**config.mk**
```make
export PLATFORM = sky130hd
export DESIGN_NAME = ata_cmd_dev_flat
export DESIGN_NICKNAME = d
export VERILOG_FILES = /design/src/rtl/ata_pkg.sv /design/src/rtl/ata_link_if.sv /design/src/rtl/ata_cmd_dev.sv /design/src/flat_wrapper.sv
export VERILOG_INCLUDE_DIRS = /design/src /design/src/rtl
export SDC_FILE = /design/constraint.sdc
export NUM_CORES = 2
export LEC_CHECK = 0
export ABC_AREA = 1
export BUFFER_PORTS_ARGS = -buffer_cell sky130_fd_sc_hd__buf_2
export CORE_AREA = 3 3 758 760
export DETAILED_ROUTE_END_ITERATION = 7
export DIE_AREA = 0 0 761 763
export SYNTH_ARGS = -nofsm -noshare
export SYNTH_HDL_FRONTEND = slang
export SYNTH_SLANG_ARGS = --single-unit
```
**constraint.sdc**
```tcl
create_clock -name clock -period 3.6 [get_ports clock]
set_input_delay 1.08 -clock clock [delete_from_list [all_inputs] [get_ports clock]]
set_output_delay 1.08 -clock clock [all_outputs]
set_load 0.005 [all_outputs]
```
**src/rtl/ata_cfg.svh**
```systemverilog
// Named constants for the task-file command block and its host controller.
// Assumes a 40 MHz clock and an APB host bus with byte addresses.
`ifndef ATA_CFG_SVH
`define ATA_CFG_SVH

// Opcodes.
`define OP_STBY_IMM 8'h94
`define OP_STBY_IMM_ALT 8'he0
`define OP_XLATE 8'h87
`define OP_WEAR 8'hf5
`define OP_WBUF 8'he8
`define OP_WDMA 8'hca

// Sector geometry: 512 bytes are 256 words of 16 bits.
`define SECT_WORDS 9'h100
`define LAST_WORD 8'hff
`define WORD_SHIFT 8
`define ONE_SECT 9'h001

// Idle timer: the time in ms and the clock rate give the count.
`define CLK_KHZ 40000
`define IDLE_MS 20
`define IDLE_CYC (`IDLE_MS * `CLK_KHZ)

// Host register byte offsets.
`define OFS_CMD 8'h00
`define OFS_ADDR 8'h04
`define OFS_CNT 8'h08
`define OFS_PAT 8'h0c
`define OFS_STAT 8'h10
`define OFS_RLBA 8'h14
`define OFS_RCNT 8'h18

`endif

```
**src/rtl/ata_pkg.sv**
```systemverilog
// Types shared by the device and host ends of the task-file link.
// Assumes nothing beyond a SystemVerilog compiler.
package ata_pkg;

   typedef enum logic [2:0] {
      D_IDLE, D_DECODE, D_PIO, D_DMA, D_FLASH, D_END
   } dev_st_t;

   typedef struct packed {
      dev_st_t st;
      logic sleep;
      logic bsy;
      logic drq;
      logic err;
      logic abrt;
      logic intrq;
      logic fl_req;
      logic [7:0] cmd;
      logic [7:0] cnt;
      logic [27:0] lba;
      logic [8:0] left;
      logic [7:0] widx;
      logic [19:0] idle;
      logic [15:0] rdata;
   } dev_state_t;

   typedef enum logic [1:0] {
      H_IDLE, H_ISSUE, H_ARM, H_XFER
   } host_st_t;

   typedef struct packed {
      host_st_t st;
      logic dma;
      logic cmd_wr;
      logic dmack_n;
      logic iowr_n;
      logic [7:0] cmd;
      logic [7:0] cnt;
      logic [27:0] lba;
      logic [15:0] pat;
      logic [16:0] words;
      logic [15:0] wdata;
      logic [31:0] prdata;
   } host_state_t;

endpackage

```
**src/rtl/ata_link_if.sv**
```systemverilog
// Link between the host controller and the command block.
// Assumes one clock for both ends; every signal is a plain level.
`timescale 1ns/10ps
interface ata_link_if;
   logic cmd_wr;
   logic [7:0] cmd;
   logic [7:0] tf_cnt;
   logic [27:0] tf_lba;
   logic bsy;
   logic drq;
   logic err;
   logic abrt;
   logic intrq;
   logic [7:0] res_cnt;
   logic [27:0] res_lba;
   logic dmareq;
   logic dmack_n;
   logic iowr_n;
   logic [15:0] wdata;

   modport dev (
      input cmd_wr, cmd, tf_cnt, tf_lba, dmack_n, iowr_n, wdata,
      output bsy, drq, err, abrt, intrq, res_cnt, res_lba, dmareq
   );
   modport host (
      output cmd_wr, cmd, tf_cnt, tf_lba, dmack_n, iowr_n, wdata,
      input bsy, drq, err, abrt, intrq, res_cnt, res_lba, dmareq
   );
endinterface

```
**src/rtl/ata_cmd_dev.sv**
```systemverilog
// Command block of the storage card: standby, no-op, buffer and DMA writes.
// Assumes a host end on the link and a flash writer on the user side.
//
// Contract
// RULE1 - Standby immediate: sleep, clear busy, interrupt
// RULE2 - Any new command wakes from sleep
// RULE3 - Translate sector is no-op, count reads zero
// RULE4 - Wear level is no-op, count reads zero
// RULE5 - Write buffer fills sector buffer, no flash
// RULE6 - Write buffer moves 512 bytes by PIO handshake
// RULE7 - DMA write 1 to 256 sectors, zero means 256
// RULE8 - DMA write starts at task-file address
// RULE9 - DMA accept sets busy, then data request
// RULE10 - Request held only while data is accepted
// RULE11 - Host acknowledges only during request when ready
// RULE12 - Host strobes write once per word
// RULE13 - Host sends 512 bytes per sector
// RULE14 - One interrupt at end or on error
// RULE15 - Success leaves address of last sector
// RULE16 - Error stops at the failing sector
// RULE17 - Error leaves address of failing sector
// RULE18 - Host assumes nothing after an error
// RULE19 - Byte mode set aborts DMA write
// RULE20 - Idle timer of 20 ms also enters sleep
// RULE21 - Abort sets error, abort bit, interrupt
`timescale 1ns/10ps
`include "ata_cfg.svh"
module ata_cmd_dev #(
   parameter int IDLE_CYCLES = `IDLE_CYC
) (
   // Clock and reset.
   input wire logic clock,
   input wire logic reset_n,
   // Link to the host.
   ata_link_if.dev link,
   // Mode strap from the feature logic.
   input wire logic eight_bit_mode,
   // Flash writer.
   output logic fl_req,
   output logic [27:0] fl_lba,
   input wire logic fl_done,
   input wire logic fl_err,
   input wire logic [7:0] buf_raddr,
   output logic [15:0] buf_rdata,
   // State.
   output logic sleeping
);

   ata_pkg::dev_state_t s;
   ata_pkg::dev_state_t n;
   logic [15:0] buf_mem [256];
   logic wr_word;
   logic [19:0] idle_last;

   assign idle_last = 20'(IDLE_CYCLES - 1);

   // A word is taken on any cycle the strobe is low during a PIO data request or a DMA
   // acknowledge; the host keeps one high cycle between strobes, so a level here counts as one word.
   always_comb begin
      wr_word = 1'b0;
      if (!link.iowr_n) begin
         if (s.st == ata_pkg::D_PIO && s.drq && link.dmack_n) begin
            wr_word = 1'b1; // RULE6
         end
         if (s.st == ata_pkg::D_DMA && !link.dmack_n) begin
            wr_word = 1'b1;
         end
      end
   end

   always_comb begin
      n = s;
      n.rdata = buf_mem[buf_raddr];
      if (s.st == ata_pkg::D_IDLE && !s.sleep) begin
         if (s.idle == idle_last) begin
            n.sleep = 1'b1; // RULE20
            n.idle = '0;
         end else begin
            n.idle = s.idle + 20'h00001;
         end
      end else begin
         n.idle = '0;
      end
      unique case (s.st)
         ata_pkg::D_IDLE: begin
            if (link.cmd_wr) begin
               n.sleep = 1'b0; // RULE2
               n.intrq = 1'b0;
               n.err = 1'b0;
               n.abrt = 1'b0;
               n.bsy = 1'b1;
               n.cmd = link.cmd;
               n.cnt = link.tf_cnt;
               n.lba = link.tf_lba; // RULE8
               n.st = ata_pkg::D_DECODE;
            end
         end
         ata_pkg::D_DECODE: begin
            n.bsy = 1'b0;
            n.st = ata_pkg::D_IDLE;
            case (s.cmd)
               `OP_STBY_IMM, `OP_STBY_IMM_ALT: begin
                  n.sleep = 1'b1; // RULE1
                  n.intrq = 1'b1;
               end
               `OP_XLATE: begin
                  n.cnt = '0; // RULE3
                  n.intrq = 1'b1;
               end
               `OP_WEAR: begin
                  n.cnt = '0; // RULE4
                  n.intrq = 1'b1;
               end
               `OP_WBUF: begin
                  n.drq = 1'b1; // RULE5
                  n.widx = '0;
                  n.st = ata_pkg::D_PIO;
               end
               `OP_WDMA: begin
                  if (eight_bit_mode) begin
                     n.err = 1'b1; // RULE19
                     n.abrt = 1'b1;
                     n.intrq = 1'b1;
                  end else begin
                     if (s.cnt == 8'h00) begin
                        n.left = `SECT_WORDS; // RULE7
                     end else begin
                        n.left = {1'b0, s.cnt};
                     end
                     n.widx = '0;
                     n.drq = 1'b1; // RULE9
                     n.st = ata_pkg::D_DMA;
                  end
               end
               default: begin
                  n.err = 1'b1; // RULE21
                  n.abrt = 1'b1;
                  n.intrq = 1'b1;
               end
            endcase
         end
         ata_pkg::D_PIO: begin
            if (wr_word) begin
               n.widx = s.widx + 8'h01;
               if (s.widx == `LAST_WORD) begin
                  n.drq = 1'b0; // RULE6
                  n.bsy = 1'b1;
                  n.st = ata_pkg::D_END;
               end
            end
         end
         ata_pkg::D_END: begin
            n.bsy = 1'b0;
            n.intrq = 1'b1;
            n.st = ata_pkg::D_IDLE;
         end
         ata_pkg::D_DMA: begin
            if (wr_word) begin
               n.widx = s.widx + 8'h01;
               if (s.widx == `LAST_WORD) begin
                  n.fl_req = 1'b1;
                  n.st = ata_pkg::D_FLASH; // RULE10
               end
            end
         end
         ata_pkg::D_FLASH: begin
            if (fl_done) begin
               n.fl_req = 1'b0;
               if (fl_err) begin
                  n.err = 1'b1; // RULE16
                  n.drq = 1'b0;
                  n.intrq = 1'b1; // RULE14
                  n.st = ata_pkg::D_IDLE; // RULE17
               end else if (s.left == `ONE_SECT) begin
                  n.drq = 1'b0;
                  n.cnt = '0;
                  n.intrq = 1'b1; // RULE14
                  n.st = ata_pkg::D_IDLE; // RULE15
               end else begin
                  n.lba = s.lba + 28'h0000001;
                  n.left = s.left - `ONE_SECT;
                  n.cnt = s.cnt - 8'h01;
                  n.widx = '0;
                  n.st = ata_pkg::D_DMA;
               end
            end
         end
      endcase
   end

   always_ff @(posedge clock or negedge reset_n) begin
      if (!reset_n) begin
         s <= '0;
      end else begin
         s <= n;
      end
   end

   // The buffer has no reset; a fresh card holds unknown data anyway.
   always_ff @(posedge clock) begin
      if (wr_word) begin
         buf_mem[s.widx] <= link.wdata;
      end
   end

   assign link.dmareq = (s.st == ata_pkg::D_DMA); // RULE10
   assign link.bsy = s.bsy;
   assign link.drq = s.drq;
   assign link.err = s.err;
   assign link.abrt = s.abrt;
   assign link.intrq = s.intrq;
   assign link.res_cnt = s.cnt;
   assign link.res_lba = s.lba;
   assign fl_req = s.fl_req;
   assign fl_lba = s.lba;
   assign buf_rdata = s.rdata;
   assign sleeping = s.sleep;

endmodule

```
**src/flat_wrapper.sv**
```systemverilog
// flat-port wrapper written by rule: the top's interface ports become plain ports
module ata_cmd_dev_flat 
#(
   parameter int IDLE_CYCLES = `IDLE_CYC
)
  (clock, reset_n, eight_bit_mode, fl_req, fl_lba, fl_done, fl_err, buf_raddr, buf_rdata, sleeping, link_cmd_wr, link_cmd, link_tf_cnt, link_tf_lba, link_dmack_n, link_iowr_n, link_wdata, link_bsy, link_drq, link_err, link_abrt, link_intrq, link_res_cnt, link_res_lba, link_dmareq);
  ata_link_if link_i ();
  input wire logic clock;
  input wire logic reset_n;
  input wire logic eight_bit_mode;
  output logic fl_req;
  output logic [27:0] fl_lba;
  input wire logic fl_done;
  input wire logic fl_err;
  input wire logic [7:0] buf_raddr;
  output logic [15:0] buf_rdata;
  output logic sleeping;
  input wire logic [$bits(link_i.cmd_wr)-1:0] link_cmd_wr;
  input wire logic [$bits(link_i.cmd)-1:0] link_cmd;
  input wire logic [$bits(link_i.tf_cnt)-1:0] link_tf_cnt;
  input wire logic [$bits(link_i.tf_lba)-1:0] link_tf_lba;
  input wire logic [$bits(link_i.dmack_n)-1:0] link_dmack_n;
  input wire logic [$bits(link_i.iowr_n)-1:0] link_iowr_n;
  input wire logic [$bits(link_i.wdata)-1:0] link_wdata;
  output wire logic [$bits(link_i.bsy)-1:0] link_bsy;
  output wire logic [$bits(link_i.drq)-1:0] link_drq;
  output wire logic [$bits(link_i.err)-1:0] link_err;
  output wire logic [$bits(link_i.abrt)-1:0] link_abrt;
  output wire logic [$bits(link_i.intrq)-1:0] link_intrq;
  output wire logic [$bits(link_i.res_cnt)-1:0] link_res_cnt;
  output wire logic [$bits(link_i.res_lba)-1:0] link_res_lba;
  output wire logic [$bits(link_i.dmareq)-1:0] link_dmareq;
  assign link_i.cmd_wr = link_cmd_wr;
  assign link_i.cmd = link_cmd;
  assign link_i.tf_cnt = link_tf_cnt;
  assign link_i.tf_lba = link_tf_lba;
  assign link_i.dmack_n = link_dmack_n;
  assign link_i.iowr_n = link_iowr_n;
  assign link_i.wdata = link_wdata;
  assign link_bsy = link_i.bsy;
  assign link_drq = link_i.drq;
  assign link_err = link_i.err;
  assign link_abrt = link_i.abrt;
  assign link_intrq = link_i.intrq;
  assign link_res_cnt = link_i.res_cnt;
  assign link_res_lba = link_i.res_lba;
  assign link_dmareq = link_i.dmareq;
  ata_cmd_dev #(.IDLE_CYCLES(IDLE_CYCLES)) u_core (.clock(clock), .reset_n(reset_n), .link(link_i), .eight_bit_mode(eight_bit_mode), .fl_req(fl_req), .fl_lba(fl_lba), .fl_done(fl_done), .fl_err(fl_err), .buf_raddr(buf_raddr), .buf_rdata(buf_rdata), .sleeping(sleeping));
endmodule
```
# [Word-level counts from Yosys, hierarchy flattened]
# Memory sizes are Yosys's and may differ from the RTL's. A register that Yosys moved wholly into a read port is not among the register bits.
# Cells that the tools add are included.
[op_classes] n_addsub=5 eq_ne=33 n_mux=60 n_reduce_logical=35
[op_table] op="2-to-1 mux 53 bit" n=2
[op_table] op="equality test 8 bit, second input constant" n=7
[op_table] op="case mux 28 bit (2 select lines)" n=1
[op_table] op="case mux 8 bit (3 select lines)" n=2
[op_table] op="2-to-1 mux 45 bit" n=1
[op_table] op="2-to-1 mux 20 bit" n=2
[op_table] op="2-to-1 mux 36 bit" n=1
[op_table] op="adder 28 x 1 -> 28 bit, second input constant" n=1
[op_table] op="2-to-1 mux 3 bit" n=8
[op_table] op="2-to-1 mux 8 bit" n=3
[op_table] op="AND reduction 6 bit" n=4
[op_table] op="!= test 2 bit, second input constant" n=11
[op_table] op="adder 20 x 1 -> 20 bit, second input constant" n=1
[op_table] op="equality test 20 bit, second input constant" n=1
[op_table] op="2-to-1 mux 9 bit" n=2
[op_table] op="case mux 3 bit (6 select lines)" n=1
[op_table] op="case mux 9 bit (2 select lines)" n=1
[op_table] op="2-to-1 mux 17 bit" n=1
[op_table] op="2-to-1 mux 1 bit" n=16
[op_table] op="case mux 8 bit (2 select lines)" n=1
[op_table] op="AND reduction 7 bit" n=2
[op_table] op="2-to-1 mux 2 bit" n=6
[op_table] op="AND reduction 4 bit" n=3
[op_table] op="nonzero test 3 bit" n=4
[op_table] op="26 further kinds" n=51
[word_totals] n_memories=1 ramBits=4096 output_inout_bits=88 regBits=91 input_bits=76
[memory_table] memory="u_core.buf_mem" words=256 width=16 rd=1 rd_clocked_by_memory_dff=1 wr=1 line_no="ata_cmd_dev.sv:51" rtl="logic [15:0] buf_mem [256];"

# [Logic depth before layout (Yosys ltp)]
[logic_depth] word_depth=8 depth_mapped=15 mapped_depth_nobuf=14

# [Worst setup path after synthesis]
# OpenSTA, ideal clock, no wires.
[synth_path] path_type="in2reg" from="input port link_dmack_n" to="memory u_core.buf_mem[102][0], enable pin" setup_time_ps=388 stages=8 slack_ps=574 t_arrival_ps=2638 required_time_ps=3212 cell_sequence="nor2_1 nor2_1 nand2_1 buf_4 nor3_4 nand2_1 buf_2 nor2_1"
[synth_between] elab_chain_cells=6 elab_cells_between_ends=8 cone_classes="mux: 5; reduce/logical: 3"
[synth_lines] element="from (decl)" line_no="flat_wrapper.sv:22" rtl="input wire logic [$bits(link_i.dmack_n)-1:0] link_dmack_n;"
[synth_lines] element="logical AND 1 bit / logical NOT 1 bit (equally long branches)" line_no="ata_cmd_dev.sv:62, ata_cmd_dev.sv:65"
[synth_lines] element="2-to-1 mux 1 bit / logical AND 1 bit (equally long branches)" line_no="ata_cmd_dev.sv:62, ata_cmd_dev.sv:65"
[synth_lines] element="2-to-1 mux 1 bit *" line_no="ata_cmd_dev.sv:65" rtl="if (s.st == ata_pkg::D_DMA && !link.dmack_n) begin"
[synth_lines] element="2-to-1 mux 1 bit *" line_no="ata_cmd_dev.sv:61" rtl="if (!link.iowr_n) begin"
[synth_lines] element="2-to-1 mux 1 bit *" line_no="ata_cmd_dev.sv:201" rtl="if (wr_word) begin"
[synth_lines] element="2-to-1 mux 1 bit (implied by the code) *" line_no="ata_cmd_dev.sv:202" rtl="buf_mem[s.widx] <= link.wdata;"
[synth_lines] element="to (decl)" line_no="ata_cmd_dev.sv:51"
# Every way passes the cells marked *; elsewhere a longest branch is shown, timed or not.

# [Worst setup path in the final report]
[layout_path] from="register u_core.s[106] in the netlist's numbering" to="memory u_core.buf_mem[144][12], enable pin"
[layout_between] elab_chain_cells=8 elab_cells_between_ends=10 cone_classes="eq/ne: 2; mux: 5; reduce/logical: 3"
[layout_lines] element="from (decl)" line_no="ata_cmd_dev.sv:49" rtl="ata_pkg::dev_state_t s;"
[layout_lines] element="from (signal assigned)" line_no="ata_cmd_dev.sv:195" rtl="s <= n;"
[layout_lines] element="equality test 3 x 2 -> 1 bit" line_no="ata_cmd_dev.sv:62" rtl="if (s.st == ata_pkg::D_PIO && s.drq && link.dmack_n) begin"
[layout_lines] element="logical AND 1 bit (2 in series)" line_no="ata_cmd_dev.sv:62"
[layout_lines] element="2-to-1 mux 1 bit" line_no="ata_cmd_dev.sv:62"
[layout_lines] element="2-to-1 mux 1 bit *" line_no="ata_cmd_dev.sv:65"
[layout_lines] element="2-to-1 mux 1 bit *" line_no="ata_cmd_dev.sv:61"
[layout_lines] element="2-to-1 mux 1 bit *" line_no="ata_cmd_dev.sv:201"
[layout_lines] element="2-to-1 mux 1 bit (implied by the code) *" line_no="ata_cmd_dev.sv:202"
# Marks and branches as above.

==> flow_summary.html <==
<table>
<tr><th>Metric</th><th>Value</th></tr>
<tr><th colspan="2">Timing</th></tr>
<tr><td>Setup clock skew after layout</td><td>87.6 ps</td></tr>
<tr><td>Final period utilization</td><td>0.956</td></tr>
<tr><td>Post-route worst hold slack</td><td>273 ps</td></tr>
<tr><td>Peak clock frequency supported by timing</td><td>290 MHz</td></tr>
<tr><td>Hold Vio Cnt, Final</td><td>0</td></tr>
<tr><td>Worst slew margin relative to its limit</td><td>0.152</td></tr>
<tr><td>Slew of the pin with the lowest slew margin</td><td>1260 ps</td></tr>
<tr><td>Final setup vio count</td><td>0</td></tr>
<tr><td>Final worst setup slack</td><td>158 ps</td></tr>
<tr><td>RSZ-0062 raised after global routing</td><td>no</td></tr>
<tr><td>Clock period minus final worst setup slack</td><td>3440 ps</td></tr>
<tr><td>Number of max-slew violations in the final report</td><td>0</td></tr>
<tr><th colspan="2">Worst setup path</th></tr>
<tr><td>End of the worst register-to-register path</td><td>u_core.buf_mem[144][12]</td></tr>
<tr><td>Kind of critical path</td><td>reg2reg</td></tr>
<tr><td>Worst Path Required</td><td>4280 ps</td></tr>
<tr><td>Maximum fanout encountered on the critical timing path</td><td>12</td></tr>
<tr><td>Crit end category</td><td>flop</td></tr>
<tr><td>Critical register-to-register path startpoint</td><td>u_core.s[106]</td></tr>
<tr><td>Number of cells traversed by the worst register-to-register path</td><td>14</td></tr>
<tr><td>Startpoint kind of the worst setup timing path</td><td>flop</td></tr>
<tr><td>CP Data Arrival Time</td><td>4130 ps</td></tr>
<tr><td>Register-to-Register Setup Slack</td><td>160 ps</td></tr>
<tr><th colspan="2">Logic synthesis</th></tr>
<tr><td>Number of unique standard cell types used by synthesis</td><td>43</td></tr>
<tr><td>Cell area after technology mapping</td><td>0.170 mm2</td></tr>
<tr><td>Number of cells produced by synthesis</td><td>14400</td></tr>
<tr><td>Count of flip-flops with a built-in enable after synthesis</td><td>4096</td></tr>
<tr><td>Share of the yosys chip area belonging to registers</td><td>0.738</td></tr>
<tr><td>Cell types occupying the most area after synthesis</td><td>sky130_fd_sc_hd__edfxtp_1 (72%), sky130_fd_sc_hd__nand3_1 (12%), sky130_fd_sc_hd__nand2_1 (9.6%)</td></tr>
<tr><td>Number of warnings issued by yosys</td><td>0</td></tr>
<tr><td>Post-synthesis register bit count</td><td>4203</td></tr>
<tr><td>Fraction of registers with async set or reset after synthesis</td><td>0.0255</td></tr>
<tr><td>Post-synthesis cell type with the largest combined area</td><td>sky130_fd_sc_hd__edfxtp_1</td></tr>
<tr><td>Post-Syn Nets</td><td>14500</td></tr>
<tr><td>Primary FF master, synth</td><td>sky130_fd_sc_hd__edfxtp_1</td></tr>
<tr><td>Average instance area after synthesis</td><td>11.8 um2</td></tr>
<tr><td>Top-area cell type share of the netlist area</td><td>0.722</td></tr>
<tr><th colspan="2">Finish</th></tr>
<tr><td>Synth-to-layout area growth</td><td>18.0%</td></tr>
<tr><td>Final core area utilization</td><td>0.354</td></tr>
<tr><td>Share of final-layout standard cells stronger than drive strength 1</td><td>0.118</td></tr>
<tr><td>Leading cell type in the layout, fill and taps excluded</td><td>sky130_fd_sc_hd__nand2_1</td></tr>
<tr><td>Layout Cell Area excl Fill</td><td>0.201 mm2</td></tr>
<tr><td>Most frequent cells in the layout</td><td>sky130_fd_sc_hd__nand2_1 (4358), sky130_fd_sc_hd__edfxtp_1 (4096), sky130_fd_sc_hd__nand3_1 (4083)</td></tr>
<tr><td>Final Net Count</td><td>15100</td></tr>
<tr><th colspan="2">Clock tree</th></tr>
<tr><td>Num CTS Buffers</td><td>409</td></tr>
<tr><td>Clock Tree Root</td><td>sky130_fd_sc_hd__clkbuf_16</td></tr>
<tr><td>Clock tree from TritonCTS</td><td>yes</td></tr>
<tr><td>Number of clock sinks</td><td>4203</td></tr>
<tr><td>Clock slew seen by the registers of the worst setup and hold paths</td><td>70 ps</td></tr>
<tr><td>Clock latency on the worst-skew pair</td><td>1060 ps</td></tr>
<tr><td>Maximum buffer depth of the clock tree</td><td>4</td></tr>
<tr><td>Deepest level of the CTS H-tree</td><td>5</td></tr>
<tr><th colspan="2">Global route</th></tr>
<tr><td>Maximum number of pins on one net before global-route repair</td><td>101</td></tr>
<tr><td>Met2 global-route usage</td><td>0.281</td></tr>
<tr><td>Via count of the first global-routing pass</td><td>109000</td></tr>
<tr><td>Fraction of met1 tracks used by global routing</td><td>0.232</td></tr>
<tr><td>Met3 layer usage reported by global route</td><td>0.0270</td></tr>
<tr><td>Leftover overflow at the end of global routing</td><td>0</td></tr>
<tr><td>GRT Overall Usage</td><td>0.173</td></tr>
<tr><td>Routing layer with the top usage in global route</td><td>met2</td></tr>
<tr><td>Number of antenna violations at the first check in global routing</td><td>24</td></tr>
<tr><td>Global-route wire length before repair</td><td>759 mm</td></tr>
<tr><th colspan="2">Hold path</th></tr>
<tr><td>Hold Crit Depth</td><td>3</td></tr>
<tr><td>Min-delay worst type</td><td>in2reg</td></tr>
<tr><td>Worst Hold Path EP</td><td>u_core.s[96]</td></tr>
<tr><td>Launch point of the worst hold path</td><td>link_cmd[7]</td></tr>
<tr><th colspan="2">Routing</th></tr>
<tr><td>DR pass1 iterations</td><td>6</td></tr>
<tr><td>Routed Wire Length</td><td>523 mm</td></tr>
<tr><td>Via density per instance</td><td>5.05</td></tr>
<tr><td>WL/cell</td><td>22.9 um</td></tr>
<tr><td>Number of design-rule violations left by the first detailed-router iteration</td><td>14100</td></tr>
<tr><td>Via count of the routed design</td><td>116000</td></tr>
<tr><td>Count of antenna-violating nets left after detailed routing</td><td>0</td></tr>
<tr><td>DRC violations left</td><td>0</td></tr>
<tr><th colspan="2">Floorplan</th></tr>
<tr><td>Die Area</td><td>0.581 mm2</td></tr>
<tr><td>Effective utilization at floorplan</td><td>0.300</td></tr>
<tr><td>Count of pins on the block boundary</td><td>164</td></tr>
<tr><td>Die width</td><td>761 um</td></tr>
<tr><td>Standard-cell row count</td><td>277</td></tr>
<tr><td>Core footprint</td><td>0.568 mm2</td></tr>
<tr><td>Overall die height</td><td>763 um</td></tr>
<tr><th colspan="2">Run</th></tr>
<tr><td>Max cap viols</td><td>0</td></tr>
<tr><th colspan="2">Power</th></tr>
<tr><td>Switching part of the total</td><td>0.249</td></tr>
<tr><td>Largest vdd supply drop</td><td>0.000460 V</td></tr>
<tr><td>Net Sw Power</td><td>0.0266 W</td></tr>
<tr><td>Clock network power share</td><td>0.390</td></tr>
<tr><td>Int Power</td><td>0.0801 W</td></tr>
<tr><td>Share of power burned in registers</td><td>0.515</td></tr>
<tr><td>Static leakage</td><td>70.6 nW</td></tr>
<tr><td>Power share of the combinational group</td><td>0.096</td></tr>
<tr><td>Total power per unit cell area</td><td>531 mW/mm2</td></tr>
<tr><th colspan="2">Placed design</th></tr>
<tr><td>Dpl hpwl</td><td>321 mm</td></tr>
<tr><td>Weighted congestion reported at the end of routability-driven placement</td><td>0.870</td></tr>
<tr><td>Number of input and output port buffers inserted</td><td>163</td></tr>
<tr><td>Total cell area at the placement stage</td><td>0.188 mm2</td></tr>
<tr><td>Worst setup timing slack at the placement stage</td><td>-295 ps</td></tr>
<tr><th colspan="2">Run status</th></tr>
<tr><td>Run status</td><td>completed</td></tr>
</table>
==> flip-flops by register name (all words and copies together), names as in the netlist <==
signal / count
u_core.buf_mem: 4096
u_core.fl_lba: 28
u_core.link.abrt: 1
u_core.link.drq: 1
u_core.fl_req: 1
u_core.link.err: 1
u_core.s: 48
u_core.link.res_cnt: 8
u_core.link.bsy: 1
u_core.sleeping: 1
u_core.buf_rdata: 16
u_core.link.intrq: 1
==> synth_stat cells (2+ instances only) <==
cell type and instances:
sky130_fd_sc_hd__nand2_1 4364, sky130_fd_sc_hd__edfxtp_1 4096, sky130_fd_sc_hd__nand3_1 4088, sky130_fd_sc_hd__clkbuf_1 632, sky130_fd_sc_hd__nor2_1 352, sky130_fd_sc_hd__buf_1 204, sky130_fd_sc_hd__buf_2 115, sky130_fd_sc_hd__dfrtp_1 107
sky130_fd_sc_hd__inv_1 106, sky130_fd_sc_hd__buf_4 83, sky130_fd_sc_hd__o21ai_0 75, sky130_fd_sc_hd__a21oi_1 40, sky130_fd_sc_hd__nor3_1 34, sky130_fd_sc_hd__xor2_1 18, sky130_fd_sc_hd__nand4_1 14, sky130_fd_sc_hd__ha_1 10
sky130_fd_sc_hd__nor4_1 10, sky130_fd_sc_hd__a31oi_1 9, sky130_fd_sc_hd__inv_2 6, sky130_fd_sc_hd__or2_2 6, sky130_fd_sc_hd__a22oi_1 5, sky130_fd_sc_hd__nor3_4 5, sky130_fd_sc_hd__o211ai_1 5, sky130_fd_sc_hd__o21a_1 5
sky130_fd_sc_hd__o21ai_1 4, sky130_fd_sc_hd__clkinv_1 3, sky130_fd_sc_hd__a2bb2oi_1 2, sky130_fd_sc_hd__nand2_2 2, sky130_fd_sc_hd__nor3b_1 2, sky130_fd_sc_hd__o31ai_1 2, sky130_fd_sc_hd__xnor2_1 2
==> how the worst max path moves through the flow <==
stage | from | endpoint
4_1_cts | u_core.s[106] | u_core.buf_mem[154][13]
3_3_place_gp | buf_raddr[0] | u_core.buf_rdata[4]
5_1_grt | u_core.s[106] | u_core.buf_mem[137][12]
2_1_floorplan | link_dmack_n | u_core.buf_mem[102][0]
3_5_place_dp | buf_raddr[0] | u_core.buf_rdata[4]
6_report | u_core.s[106] | u_core.buf_mem[144][12]
==> per-layer routing <==
layer | share of wire | up-vias | wire, um
met3 | 0.079 | 857 | 41500
met1 | 0.41 | 57300 | 213000
met2 | 0.47 | 5031 | 246000
li1 | - | 52300 | -
met4 | 0.043 | 12 | 22500
met5 | 0.00016 | - | 86
==> power groups by stage <==
stage | sequential [W] | clock, W | combinational [W]
floorplan | 0.0557 | 0 | 0.00502
global placement | 0.0559 | 0 | 0.0101
detailed placement | 0.0559 | 0 | 0.0102
CTS | 0.0549 | 0.0421 | 0.0102
global route | 0.0549 | 0.0440 | 0.0109
finish | 0.0549 | 0.0415 | 0.0102
==> worst max-delay path: stages, from the launching register on <==
cell and delay, ps:
sky130_fd_sc_hd__dfrtp_1 400, sky130_fd_sc_hd__inv_1 150, sky130_fd_sc_hd__nand2_2 260, sky130_fd_sc_hd__inv_4 230
sky130_fd_sc_hd__nand2_1 110, sky130_fd_sc_hd__inv_1 90, sky130_fd_sc_hd__nand2_1 50, sky130_fd_sc_hd__nand2_1 50
sky130_fd_sc_hd__nand2_1 70, sky130_fd_sc_hd__buf_4 220, sky130_fd_sc_hd__nor3_4 330, sky130_fd_sc_hd__nand2_1 380
sky130_fd_sc_hd__buf_4 310, sky130_fd_sc_hd__nor2_1 160, sky130_fd_sc_hd__buf_4 280
==> metrics by stage <==
stage / TNS, ps / total power [W] / instances
after floorplan: 0 / 0.0607 / 14400
after global placement: -2010 / 0.0660 / 22100
after global routing: 0 / 0.110 / 22900
after CTS: 0 / 0.107 / 22900
after detailed placement: -1910 / 0.0661 / 22100
final: 0 / 0.107 / 22900
==> area by class of cell <==
cell class / instances / area [um2]
repair buffers: 1188 / 12700
flip-flops and latches: 4203 / 126000
clock inverters: 236 / 1950
fillers: 54900 / 367000
multi-input cells: 9066 / 39900
diodes: 15 / 37.5
well taps: 7533 / 9430
clock buffers: 510 / 10800
inverters: 115 / 469
==> cell families after synthesis <==
family / Yosys count / share of synthesized area
buffers and inverters: 1149 / 0.0280
DFF: 4203 / 0.738
adders and majority gates: 10 / 0.000735
AOI/OAI and AO/OA: 153 / 0.00496
muxes: 1 / 0.0000661
xor gates and xnor gates: 20 / 0.00103
and+or+nand+nor: 8882 / 0.227
==> timing repair <==
item | CTS | global route
endpoints found under the hold margin | 36 | 0
buffers inserted | 0 | 0
hold buffers | 1 | 0
resized for setup | 0 | 2
setup endpoints to repair | 0 | 122
(Power assumes the default switching activity.)
